### config.mk
export PLATFORM = sky130hd
export DESIGN_NAME = ddr4_ctl_pins
export DESIGN_NICKNAME = d
export VERILOG_FILES = /design/src/common/ddr4_ctl_pkg.sv /design/src/core/ddr4_ctl_pins.sv
export SDC_FILE = /design/constraint.sdc
export NUM_CORES = 1
export LEC_CHECK = 0
export ABC_AREA = 0
export BUFFER_PORTS_ARGS = -buffer_cell sky130_fd_sc_hd__clkbuf_2
export CORE_ASPECT_RATIO = 1.5
export CORE_UTILIZATION = 45
export CTS_BUF_LIST = sky130_fd_sc_hd__clkbuf_16
export DETAILED_ROUTE_END_ITERATION = 12
export PLACE_DENSITY = 0.68
export SYNTH_ARGS = -nofsm -noshare
export SYNTH_HDL_FRONTEND = slang
export SYNTH_SLANG_ARGS = --single-unit
### constraint.sdc
create_clock -name clk_i -period 3.25 [get_ports clk_i]
set_input_delay 0.4875 -clock clk_i [delete_from_list [all_inputs] [get_ports clk_i]]
set_output_delay 0.4875 -clock clk_i [all_outputs]
set_load 0.01 [all_outputs]
### src/common/ddr4_ctl_pkg.sv
/*
 * Constants, types and register map for the control-pin logic of a DDR4
 * memory device. Assumes one 200 MHz clock standing in for CK_t/CK_c.
 */
// Functional notes
// - CKE high runs internal clocks, buffers, drivers; low stops them. The code keeps them off during the self refresh exit delay.
// - CKE low enters precharge or active power-down, or self refresh.
// - Self refresh exit follows CKE; delay counts from first high edge.
// - Power-down keeps only clock, ODT, reset and CKE input buffers on.
// - Self refresh keeps only CKE and reset input buffers enabled.
// - Every command is ignored on an edge where chip select is high.
// - Command code is chip select, activate and three command inputs.
// - Write data beats sampled with mask low are discarded.
// - Data mask is sampled on both edges of the data strobe.
// - In x16 upper mask covers upper byte, lower mask lower byte.
// - Mask, bus inversion and termination strobe act only when enabled.
// - ODT high terminates data, strobe, mask; x8 adds TDQS_c if on.
// - In x16 termination covers data, both strobe pairs, both masks.
// - When termination is disabled the ODT input is ignored entirely.
// - Parity covers command, address, bank, group and stack id inputs.
// - Parity excludes chip select, CKE and ODT.
// - Unused address inputs count as zero in the parity computation.
// - Parity is checked only for edges with chip select low.
// - Reset input low holds the device reset; controller keeps it high.
// - TEN high enters test mode; controller keeps it low in normal use. The code ignores TEN when stacked mode is set.
// - Activate low: command pins are row bits; high: they are commands.
// - A detected parity error is signalled on the alert output.
package ddr4_ctl_pkg;
	localparam int CLK_MHZ = 200;
	localparam int TXS_NS = 180;
	localparam int TXS_CYCLES = (TXS_NS * CLK_MHZ + 999) / 1000;
	localparam int ALERT_CYCLES = 6;
	localparam logic [7:0] REG_CTRL = 8'h00;
	localparam logic [7:0] REG_AMASK = 8'h04;
	localparam logic [7:0] REG_STATUS = 8'h08;
	localparam logic [7:0] REG_LASTCMD = 8'h0C;
	localparam int CTRL_DM_EN = 0;
	localparam int CTRL_DBI_EN = 1;
	localparam int CTRL_TDQS_EN = 2;
	localparam int CTRL_RTT_EN = 3;
	localparam int CTRL_PAR_EN = 4;
	localparam int CTRL_X16 = 5;
	localparam int CTRL_STACKED = 6;
	localparam logic [6:0] CTRL_RESET = 7'h00;
	localparam logic [17:0] AMASK_RESET = 18'h1_FFFF;
	localparam int STAT_PERR = 4;
	localparam int STAT_ERRCNT = 8;
	typedef enum {PWR_ACTIVE, PWR_PD_PRE, PWR_PD_ACT, PWR_SELF_REF,
		PWR_SR_EXIT} pwr_state_type;
	typedef enum logic [3:0] {CMD_DES, CMD_ACT, CMD_MRS, CMD_REF, CMD_PRE,
		CMD_RFU, CMD_WR, CMD_RD, CMD_ZQC, CMD_NOP} cmd_type;
	typedef struct packed {
		logic act_n;
		logic ras_n;
		logic cas_n;
		logic we_n;
		logic [17:0] addr;
		logic [1:0] ba;
		logic [1:0] bg;
		logic [2:0] cid;
		logic par;
	} ca_pins_type;
	typedef struct packed {
		logic cmd_addr;
		logic odt;
		logic data;
	} ibuf_en_type;
	typedef struct packed {
		logic dq_lo;
		logic dq_hi;
		logic dqs_lo;
		logic dqs_hi;
		logic dm_lo;
		logic dm_hi;
		logic tdqs_c;
	} term_en_type;
endpackage

### src/core/ddr4_ctl_pins.sv
/*
 * Control-pin logic of a DDR4 device: power state, command decode, parity
 * check, write data masking, termination enables and a Wishbone register
 * port. Assumes every pin input is asynchronous to clk_i and the bank
 * state comes from array logic on clk_i.
 */
// Local design decisions: the register addresses and the Wishbone slave port.
`timescale 1ns/100ps
module ddr4_ctl_pins #(
	parameter int TXS_CNT = ddr4_ctl_pkg::TXS_CYCLES,
	parameter int ALERT_CNT = ddr4_ctl_pkg::ALERT_CYCLES
) (
	input wire logic clk_i,
	input wire logic rst_i,
	input wire logic reset_n_i,
	input wire logic cke_i,
	input wire logic cs_n_i,
	input wire logic odt_i,
	input wire logic ten_i,
	input wire ddr4_ctl_pkg::ca_pins_type ca_i,
	input wire logic dqs_i,
	input wire logic [1:0] dm_n_i,
	input wire logic [15:0] dq_i,
	input wire logic wr_window_i,
	input wire logic bank_open_i,
	input wire logic [7:0] wb_adr_i,
	input wire logic [31:0] wb_dat_i,
	input wire logic [3:0] wb_sel_i,
	input wire logic wb_we_i,
	input wire logic wb_cyc_i,
	input wire logic wb_stb_i,
	output logic [31:0] wb_dat_o,
	output logic wb_ack_o,
	output logic clk_run_o,
	output ddr4_ctl_pkg::ibuf_en_type ibuf_en_o,
	output ddr4_ctl_pkg::term_en_type term_en_o,
	output logic cmd_valid_o,
	output ddr4_ctl_pkg::cmd_type cmd_o,
	output logic [17:0] row_addr_o,
	output logic alert_n_o,
	output logic test_mode_o,
	output logic sr_exit_done_o,
	output logic beat_valid_o,
	output logic [15:0] beat_data_o,
	output logic [1:0] beat_byte_en_o
);
	import ddr4_ctl_pkg::*;

	// Elaboration checks on the count parameters.
	if (TXS_CNT < 1 || TXS_CNT > 65535) begin : g_bad_txs
		$error("Unsupported exit delay count.");
	end
	if (ALERT_CNT < 1 || ALERT_CNT > 255) begin : g_bad_alert
		$error("Unsupported alert length.");
	end

	function automatic logic [31:0] merge_sel(input logic [31:0] old,
		input logic [31:0] nw, input logic [3:0] sel);
		logic [31:0] r;
		r = old;
		for (int i = 0; i < 4; i++) begin
			if (sel[i]) begin
				r[8*i +: 8] = nw[8*i +: 8];
			end
		end
		return r;
	endfunction

	// Two-flop synchronisers for every pin input.
	localparam int SW = 5 + $bits(ca_pins_type) + 3 + 16;
	logic [SW-1:0] s1_q, s1_d, s2_q, s2_d;
	always_comb begin
		s1_d = {reset_n_i, cke_i, cs_n_i, odt_i, ten_i, ca_i, dqs_i, dm_n_i,
			dq_i};
		s2_d = s1_q;
	end
	always_ff @(posedge clk_i) begin
		if (rst_i) begin
			s1_q <= '0;
			s2_q <= '0;
		end else begin
			s1_q <= s1_d;
			s2_q <= s2_d;
		end
	end
	logic rstn_s, cke_s, csn_s, odt_s, ten_s, dqs_s;
	ca_pins_type ca_s;
	logic [1:0] dmn_s;
	logic [15:0] dq_s;
	assign {rstn_s, cke_s, csn_s, odt_s, ten_s, ca_s, dqs_s, dmn_s, dq_s} =
		s2_q;

	// Core state.
	pwr_state_type pwr_q, pwr_d;
	logic [15:0] xs_q, xs_d;
	logic [7:0] alert_q, alert_d;
	logic alert_n_q, alert_n_d;
	logic [6:0] ctrl_q, ctrl_d;
	logic [17:0] amask_q, amask_d;
	logic perr_q, perr_d;
	logic [7:0] errcnt_q, errcnt_d;
	logic dqs_prev_q, dqs_prev_d;
	logic clk_run_q, clk_run_d;
	ibuf_en_type ibuf_q, ibuf_d;
	term_en_type term_q, term_d;
	logic cmd_valid_q, cmd_valid_d;
	cmd_type cmd_q, cmd_d;
	logic [17:0] row_q, row_d;
	logic test_q, test_d;
	logic xs_done_q, xs_done_d;
	logic bv_q, bv_d;
	logic [15:0] bdat_q, bdat_d;
	logic [1:0] ben_q, ben_d;
	logic ack_q, ack_d;
	logic [31:0] rdat_q, rdat_d;

	logic core_rst, wb_req, wb_wr, par_fail, dqs_edge, x16, stacked, sr_cmd;
	logic [17:0] amask_eff;
	logic [1:0] bg_eff;
	logic [2:0] cid_eff;
	logic [31:0] st_word;
	cmd_type dec;

	always_comb begin
		core_rst = rst_i || !rstn_s;
		x16 = ctrl_q[CTRL_X16];
		stacked = ctrl_q[CTRL_STACKED];
		wb_req = wb_cyc_i && wb_stb_i && !ack_q;
		wb_wr = wb_req && wb_we_i;
		// Command decode with chip select as part of the code.
		if (csn_s) begin
			dec = CMD_DES;
		end else if (!ca_s.act_n) begin
			dec = CMD_ACT;
		end else begin
			case ({ca_s.ras_n, ca_s.cas_n, ca_s.we_n})
			3'b000: dec = CMD_MRS;
			3'b001: dec = CMD_REF;
			3'b010: dec = CMD_PRE;
			3'b011: dec = CMD_RFU;
			3'b100: dec = CMD_WR;
			3'b101: dec = CMD_RD;
			3'b110: dec = CMD_ZQC;
			default: dec = CMD_NOP;
			endcase
		end
		sr_cmd = (dec == CMD_REF) && !cke_s && ibuf_q.cmd_addr &&
			!test_q;
		// Unused inputs count as zero; command inputs are always covered.
		amask_eff = amask_q & 18'h2_3FFF;
		bg_eff = x16 ? {1'b0, ca_s.bg[0]} : ca_s.bg;
		cid_eff = stacked ? ca_s.cid : 3'h0;
		par_fail = ^{ca_s.act_n, ca_s.ras_n, ca_s.cas_n, ca_s.we_n,
			ca_s.addr & amask_eff,
			ca_s.ba, bg_eff, cid_eff, ca_s.par};
		dqs_edge = dqs_s != dqs_prev_q;
		st_word = '0;
		st_word[2:0] = 3'(pwr_q);
		st_word[3] = test_q;
		st_word[STAT_PERR] = perr_q;
		st_word[STAT_ERRCNT +: 8] = errcnt_q;
	end

	always_comb begin
		pwr_d = pwr_q;
		xs_d = xs_q;
		xs_done_d = 1'b0;
		alert_d = (alert_q != 8'h00) ? alert_q - 8'h01 : alert_q;
		ctrl_d = ctrl_q;
		amask_d = amask_q;
		perr_d = perr_q;
		errcnt_d = errcnt_q;
		dqs_prev_d = dqs_s;
		cmd_valid_d = 1'b0;
		cmd_d = cmd_q;
		row_d = row_q;
		test_d = ten_s && !stacked;
		bv_d = 1'b0;
		bdat_d = bdat_q;
		ben_d = 2'b00;
		ack_d = wb_req;
		rdat_d = 32'h0000_0000;
		case (pwr_q)
		PWR_ACTIVE: begin
			if (sr_cmd && !bank_open_i) begin
				pwr_d = PWR_SELF_REF;
			end else if (!cke_s) begin
				pwr_d = bank_open_i ? PWR_PD_ACT : PWR_PD_PRE;
			end
		end
		PWR_PD_PRE, PWR_PD_ACT: begin
			if (cke_s) begin
				pwr_d = PWR_ACTIVE;
			end
		end
		PWR_SELF_REF: begin
			if (cke_s) begin
				pwr_d = PWR_SR_EXIT;
				xs_d = 16'(TXS_CNT - 1);
			end
		end
		PWR_SR_EXIT: begin
			if (!cke_s) begin
				pwr_d = PWR_SELF_REF;
			end else if (xs_q == 16'h0000) begin
				pwr_d = PWR_ACTIVE;
				xs_done_d = 1'b1;
			end else begin
				xs_d = xs_q - 16'h0001;
			end
		end
		default: pwr_d = PWR_ACTIVE;
		endcase
		clk_run_d = cke_s && (pwr_d == PWR_ACTIVE);
		ibuf_d.cmd_addr = clk_run_d;
		ibuf_d.odt = pwr_d != PWR_SELF_REF && pwr_d != PWR_SR_EXIT;
		ibuf_d.data = clk_run_d;
		// Commands are taken only with buffers up and test mode off.
		if (pwr_q == PWR_ACTIVE && ibuf_q.cmd_addr && !test_q && !csn_s) begin
			cmd_valid_d = 1'b1;
			cmd_d = dec;
			if (dec == CMD_ACT) begin
				row_d = ca_s.addr;
			end
			if (ctrl_q[CTRL_PAR_EN] && par_fail) begin
				alert_d = 8'(ALERT_CNT);
				errcnt_d = errcnt_q + 8'h01;
			end
		end
		// Termination enables, gated by the ODT buffer and mode bits.
		term_d = '0;
		if (ctrl_q[CTRL_RTT_EN] && ibuf_d.odt && odt_s) begin
			term_d.dq_lo = 1'b1;
			term_d.dqs_lo = 1'b1;
			term_d.dm_lo = 1'b1;
			term_d.dq_hi = x16;
			term_d.dqs_hi = x16;
			term_d.dm_hi = x16;
			term_d.tdqs_c = !x16 && ctrl_q[CTRL_TDQS_EN];
		end
		// Write beats on each strobe edge, masked bytes dropped.
		if (ibuf_q.data && wr_window_i && dqs_edge) begin
			bv_d = 1'b1;
			bdat_d = dq_s;
			ben_d = x16 ? 2'b11 : 2'b01;
			if (ctrl_q[CTRL_DM_EN] && !ctrl_q[CTRL_TDQS_EN]) begin
				ben_d = ben_d & dmn_s;
			end
		end
		// Register port; a new error wins over a write-one clear.
		if (wb_wr && wb_adr_i == REG_CTRL) begin
			ctrl_d = 7'(merge_sel({25'h0, ctrl_q}, wb_dat_i, wb_sel_i));
		end
		if (wb_wr && wb_adr_i == REG_AMASK) begin
			amask_d = 18'(merge_sel({14'h0, amask_q}, wb_dat_i, wb_sel_i));
		end
		if (wb_wr && wb_adr_i == REG_STATUS && wb_sel_i[0] &&
			wb_dat_i[STAT_PERR]) begin
			perr_d = 1'b0;
		end
		if (errcnt_d != errcnt_q) begin
			perr_d = 1'b1;
		end
		// The alert pin leaves a flop of its own, low while the count runs.
		alert_n_d = alert_d == 8'h00;
		if (wb_req && !wb_we_i) begin
			case (wb_adr_i)
			REG_CTRL: rdat_d = {25'h0, ctrl_q};
			REG_AMASK: rdat_d = {14'h0, amask_q};
			REG_STATUS: rdat_d = st_word;
			REG_LASTCMD: rdat_d = {10'h0, cmd_q, row_q};
			default: rdat_d = 32'h0000_0000;
			endcase
		end
	end

	always_ff @(posedge clk_i) begin
		if (core_rst) begin
			pwr_q <= PWR_ACTIVE;
			xs_q <= '0;
			xs_done_q <= 1'b0;
			alert_q <= '0;
			alert_n_q <= 1'b1;
			ctrl_q <= CTRL_RESET;
			amask_q <= AMASK_RESET;
			perr_q <= 1'b0;
			errcnt_q <= '0;
			dqs_prev_q <= 1'b0;
			clk_run_q <= 1'b0;
			ibuf_q <= '0;
			term_q <= '0;
			cmd_valid_q <= 1'b0;
			cmd_q <= CMD_DES;
			row_q <= '0;
			test_q <= 1'b0;
			bv_q <= 1'b0;
			bdat_q <= '0;
			ben_q <= '0;
			ack_q <= 1'b0;
			rdat_q <= '0;
		end else begin
			pwr_q <= pwr_d;
			xs_q <= xs_d;
			xs_done_q <= xs_done_d;
			alert_q <= alert_d;
			alert_n_q <= alert_n_d;
			ctrl_q <= ctrl_d;
			amask_q <= amask_d;
			perr_q <= perr_d;
			errcnt_q <= errcnt_d;
			dqs_prev_q <= dqs_prev_d;
			clk_run_q <= clk_run_d;
			ibuf_q <= ibuf_d;
			term_q <= term_d;
			cmd_valid_q <= cmd_valid_d;
			cmd_q <= cmd_d;
			row_q <= row_d;
			test_q <= test_d;
			bv_q <= bv_d;
			bdat_q <= bdat_d;
			ben_q <= ben_d;
			ack_q <= ack_d;
			rdat_q <= rdat_d;
		end
	end

	assign wb_dat_o = rdat_q;
	assign wb_ack_o = ack_q;
	assign clk_run_o = clk_run_q;
	assign ibuf_en_o = ibuf_q;
	assign term_en_o = term_q;
	assign cmd_valid_o = cmd_valid_q;
	assign cmd_o = cmd_q;
	assign row_addr_o = row_q;
	assign alert_n_o = alert_n_q;
	assign test_mode_o = test_q;
	assign sr_exit_done_o = xs_done_q;
	assign beat_valid_o = bv_q;
	assign beat_data_o = bdat_q;
	assign beat_byte_en_o = ben_q;
endmodule

* Word level (Yosys, flattened, before mapping)
Cells that the tools add are included.
** Storage, ports and cells
- Flip-flop bits (word level) :: 284
- Input bits :: 105
- Output and inout port bits :: 89
- Word-level logic and storage cells :: 152
** Operators by class
- Add/sub/neg operators :: 3
- Equal/unequal tests :: 22
- Mux-type cells :: 31
- Bitwise logic cells :: 7
- Reductions and logical operators :: 59
** Operator list (number)
- $mux W32 :: 6
- $pmux W32 S4 :: 1
- $logic_not A32 Y1 :: 3
- $pmux W22 S4 :: 1
- $eq A32 B2 Y1 const B :: 2
- $mux W16 :: 3
- $mux W8 :: 5
- $eq A32 B1 Y1 const B :: 1
- $eq A32 B3 Y1 const B :: 1
- $ne A32 B3 Y1 const B :: 1
- $ne A32 B4 Y1 const B :: 1
- $pmux W16 S2 :: 1
- $reduce_xor A30 Y1 :: 1
- $pmux W4 S7 :: 1
- $logic_and A1 B1 Y1 :: 26
- $and A18 B18 Y18 :: 1
- $eq A8 B4 Y1 const B :: 2
- $logic_not A16 Y1 :: 1
- $logic_not A8 Y1 :: 2
- $sub A16 B1 Y16 const B :: 1
- $logic_not A1 Y1 :: 10
- $reduce_and A2 Y1 :: 5
- $eq A3 B3 Y1 const B :: 3
- $add A8 B1 Y8 const B :: 1
- other kinds (23) :: 42

* Longest topological paths before layout
- Depth after elaboration :: 17
- Mapped depth :: 10
- Mapped depth without buffers :: 9

* Worst setup path after synthesis
Ideal clock, no wire load.
- Path kind :: register -> register
- From :: register s2_q[45]
- To :: register errcnt_q[6]
- Setup time :: 0.070 ns
- Arrival :: 2.568 ns
- Required time :: 3.180 ns
- Path slack :: 0.611 ns
- Cell stages (with the launch flop) :: 11
- Path buffers :: 1
- Period minus slack after synthesis :: 2.639 ns
- Cells stage by stage :: dfxtp_1 inv_1 ha_1 xnor2_1 xnor2_1 xnor2_1 xnor2_1 xor3_1 buf_6 or4_1 a21oi_1
** On the way
- Longest elaborated chain between the ends :: 4
** Ends and longest elaborated chain
- start: declaration :: line ddr4_ctl_pins.sv:71 : logic [SW-1:0] s1_q, s1_d, s2_q, s2_d;
- start signal: assignment :: line ddr4_ctl_pins.sv:80 : s2_q <= '0;
- start signal: assignment :: line ddr4_ctl_pins.sv:83 : s2_q <= s2_d;
- $reduce_xor A30 Y1 :: line ddr4_ctl_pins.sv:153 : par_fail = ^{ca_s.act_n, ca_s.ras_n, ca_s.cas_n, ca_s.we_n,
- $logic_and A1 B1 Y1 :: line ddr4_ctl_pins.sv:225 : if (ctrl_q[CTRL_PAR_EN] && par_fail) begin
- $mux W8 :: line ddr4_ctl_pins.sv:225
- $mux W8 :: line ddr4_ctl_pins.sv:219 : if (pwr_q == PWR_ACTIVE && ibuf_q.cmd_addr && !test_q && !csn_s) begin
- end signal: assignment :: line ddr4_ctl_pins.sv:310 : errcnt_q <= errcnt_d;
- end: declaration :: line ddr4_ctl_pins.sv:101 : logic [7:0] errcnt_q, errcnt_d;
No other way between the ends.
A chain may end at the register's enable or synchronous reset.

* Final worst setup path
- From :: register s2_q[45]
- To :: register errcnt_q[7]
The elaborated chain is that of the path after synthesis.

==> implementation parameters <==
Parameter                              Value

Detailed routing
  Total wire length    20,200 µm
  DRC violations left    0
  Vias post-DR    6,836
  Per-cell via count in the routed design    4.79
  Routed length per placed instance    14.2 µm
  Starting DRT DRC Count    421
  Antenna Nets Post-Route    0
  Number of detailed-routing iterations run before antenna repair    5

Min path
  Min-Delay Path Class    in -> reg

STA
  Max Freq    0.337 GHz
  RSZ-0062 raised after global routing    no
  Remaining max-slew budget at the tightest pin    34.5%
  Final clock period utilization by the worst path    91.2%
  Clk_skew    13.3 ps
  Measured slew at the worst slew-check pin    970 ps
  Final hold violation count    0
  Setup TNS    0 ps
  Number of endpoints failing setup at the final stage    0
  Count of pins over their slew limit    0
  Fin crit period    2960 ps

CTS
  CTS tree    built
  Clock-pin transition on the worst setup and hold timing paths    60 ps
  Clock tree root driver cell    clkbuf_16
  Buffer depth of the longest clock path    3
  Number of clock buffers inserted by TritonCTS    26
  Post CTS Setup Buffer Count    0
  Level count of the clock H-tree    1
  Clock latency reported for the late side of the worst-skew pair    530 ps
  Cts hold-fix bufs    0
  Number of sinks driven by the clock tree    272
  Quantity of gates resized following cts    0

Pwr
  Cell area power density    571 nW/µm²
  Standby leakage power    0.00471 µW
  Maximum ir drop on the vdd rail    0.000467 V

Critical path
  Category of cells accounting for the largest share of critical-path delay    XOR/XNOR gates
  Worst EP required    3700 ps
  Capturing element type of the critical path    register
  Most prevalent standard cell on the critical path    xnor2_1
  Nature of the critical path startpoint    register
  Class of the most critical setup path    reg -> reg
  Highest-delay cell along the critical path    xor3_1
  Data arrival time of the critical path    3410 ps
  Peak per-stage delay on the critical path    640 ps
  Largest driver fanout on the critical path    13
  CP Cell Sequence    inv_1, ha_1, xnor2_1, xnor2_1, xnor2_1, xnor2_1, xor3_1, or4_1, a21oi_1
  WP buf/inv    1

Layout
  Total Nets Final    1,258
  Fraction of layout cells with a size suffix above 1    20.2%
  Most used cells in the layout excluding fill and tap cells    dfxtp_1, clkbuf_2, nand2_1
  Relative area change from synthesis to final layout    19.9%
  Number of cells in the finished layout apart from fillers    1,426
  Most frequent standard cell in the layout excluding fill and tap cells    dfxtp_1

Global routing
  Largest net degree at the start of global routing    61
  Global-route usage over all layers    18.6%
  Global-route wire length before repair    32,200 µm
  Antenna violations before repair    1
  Number of global-route vias before repair    6,497
  Total congestion overflow after global routing    0

Logic synthesis
  Mean Syn Cell Area    9.93 µm²
  Post-synthesis instance area    9500 µm²
  Synth Warn #    0
  FF+latch count, synth    272
  FFs w/ async S/R, synth    0%
  Post-synthesis instance total    956
  Distinct cell type count of the synthesized netlist    56
  Most instantiated flip-flop cell in the synthesis netlist    dfxtp_1
  Post-synth EDFFs    0
  Portion of the post-synthesis area used by sequential elements    57.3%

Job
  Max-capacitance violation count    0

Floorplan
  Die Width    121 µm
  Die Height    180 µm
  Area of the die    21,700 µm²
  Effective utilization at floorplan    46.1%
  Number of top-level design ports    194
  Core region area    20,600 µm²
  Row count    64

Place
  Cells after DPL    1,380
  Post-DP HPWL    14,600 µm
  Placer Congestion    0.845
  Count of buffers inserted at the top-level ports    168

Outcome
  Result of the run    complete, no violations
final cells by class:
type                            count  area (µm²)
Tap cell                          264         330
Multi-Input combinational cell    654        3870
Antenna cell                        1        2.50
Clock buffer                       26         651
Inverter                           11        41.3
Clock inverter                     19         118
Fill cell                        1870        9190
Sequential cell                   272        5450
Timing Repair Buffer              179         926
report_power, final:
| group | internal, µW | total (µW) | switching [µW] |
|---|---|---|---|
| sequential | 3420 | 3440 | 25.0 |
| clock | 1520 | 2720 | 1200 |
| combinational | 159 | 337 | 178 |
worst paths after layout:
check                      startpoint                          end  slack (ps)  cells past startpoint
setup / recovery  s2_q[45]$_SDFF_PP0_       errcnt_q[7]$_SDFF_PP0_         290                      9
hold / removal                dq_i[3]           s1_q[3]$_SDFF_PP0_         170                      2
hold reg to reg    s2_q[7]$_SDFF_PP0_  beat_data_o[7]$_SDFFE_PP0P_         420                      2
setup reg to reg  s2_q[45]$_SDFF_PP0_       errcnt_q[7]$_SDFF_PP0_         290                      9
per-stage QoR:
stage / total power (µW) / util [%] / hold WS, ps / cell area [µm²] / setup WS [ps]
finish: 6500 / 55.3 / 165 / 11400 / 286
CTS: 6570 / 55.3 / 151 / 11400 / 252
floorplan: 3770 / - / 414 / 9640 / 611
detailed placement: 3850 / 51.6 / 420 / 10600 / 286
global placement: 3850 / 51.6 / 416 / 10600 / 371
global route: 6740 / 55.3 / 158 / 11400 / 72.2
worst reg2reg max path: stages, from the launching register on:
cell     delay (ps)
dfxtp_1         360
inv_1            90
ha_1            300
xnor2_1         260
xnor2_1         180
xnor2_1         150
xnor2_1         170
xor3_1          640
or4_1           560
a21oi_1         160
state kept, by name, indices dropped and copies added, names as in the netlist, 4 cells and up:
register     flops
s1_q            54
s2_q            54
pwr_q           32
wb_dat_o        22
amask_q         18
row_addr_o      18
beat_data_o     16
xs_q            16
alert_q          8
errcnt_q         8
ctrl_q           7
cmd_o            4
cells by family (layout without fill, tap and decap cells):
kind of cell / after synthesis / count (layout) / share of synthesized area [%]
buffers and inverters: 68 / 235 / 3.43
xor gates and xnor gates: 44 / 44 / 4.36
muxes: 32 / 32 / 4.11
other: 1 / 40 / 0.0395
AOI/OAI and AO/OA: 92 / 92 / 5.89
and+or+nand+nor: 438 / 438 / 23.6
adders and majority gates: 9 / 9 / 1.19
DFF: 272 / 272 / 57.3
Yosys cell counts, drive strengths merged (3+ instances only):
| cell type | number | area share [%] |
|---|---|---|
| a211oi | 3 | 0.24 |
| mux4 | 5 | 1.2 |
| nand2 | 138 | 5.5 |
| nand3b | 6 | 0.47 |
| nor3 | 22 | 1.2 |
| nand4 | 4 | 0.26 |
| nor2 | 68 | 2.7 |
| nor3b | 3 | 0.24 |
| o21ai | 10 | 0.53 |
| nand3 | 26 | 1.4 |
| mux2i | 21 | 2.2 |
| and3 | 7 | 0.46 |
| ha | 9 | 1.2 |
| o31ai | 6 | 0.62 |
| a21oi | 51 | 2.7 |
| xnor2 | 20 | 1.8 |
| inv | 11 | 0.43 |
| or3 | 4 | 0.26 |
| clkbuf | 38 | 1.5 |
| and2 | 9 | 0.59 |
| or2 | 3 | 0.20 |
| nor2b | 112 | 7.4 |
| dfxtp | 272 | 57 |
| nand2b | 7 | 0.46 |
| xor2 | 22 | 2.0 |
| a22oi | 8 | 0.63 |
| or4 | 8 | 0.71 |
| and4 | 3 | 0.28 |
| nor4 | 11 | 0.88 |
| o21a | 5 | 0.40 |
| mux2 | 6 | 0.71 |
| buf | 19 | 1.5 |
layer usage:
metal,vias up,routed length (µm),track usage (%),part of all wire [%]
li1,3488,-,-,-
met1,3100,8210,21.9,41
met2,202,10100,32.8,50
met3,46,1230,3.59,6.1
met4,0,646,7.41,3.2
met5,-,0,0,0
Note: power is estimated with default switching activity, not from simulation.
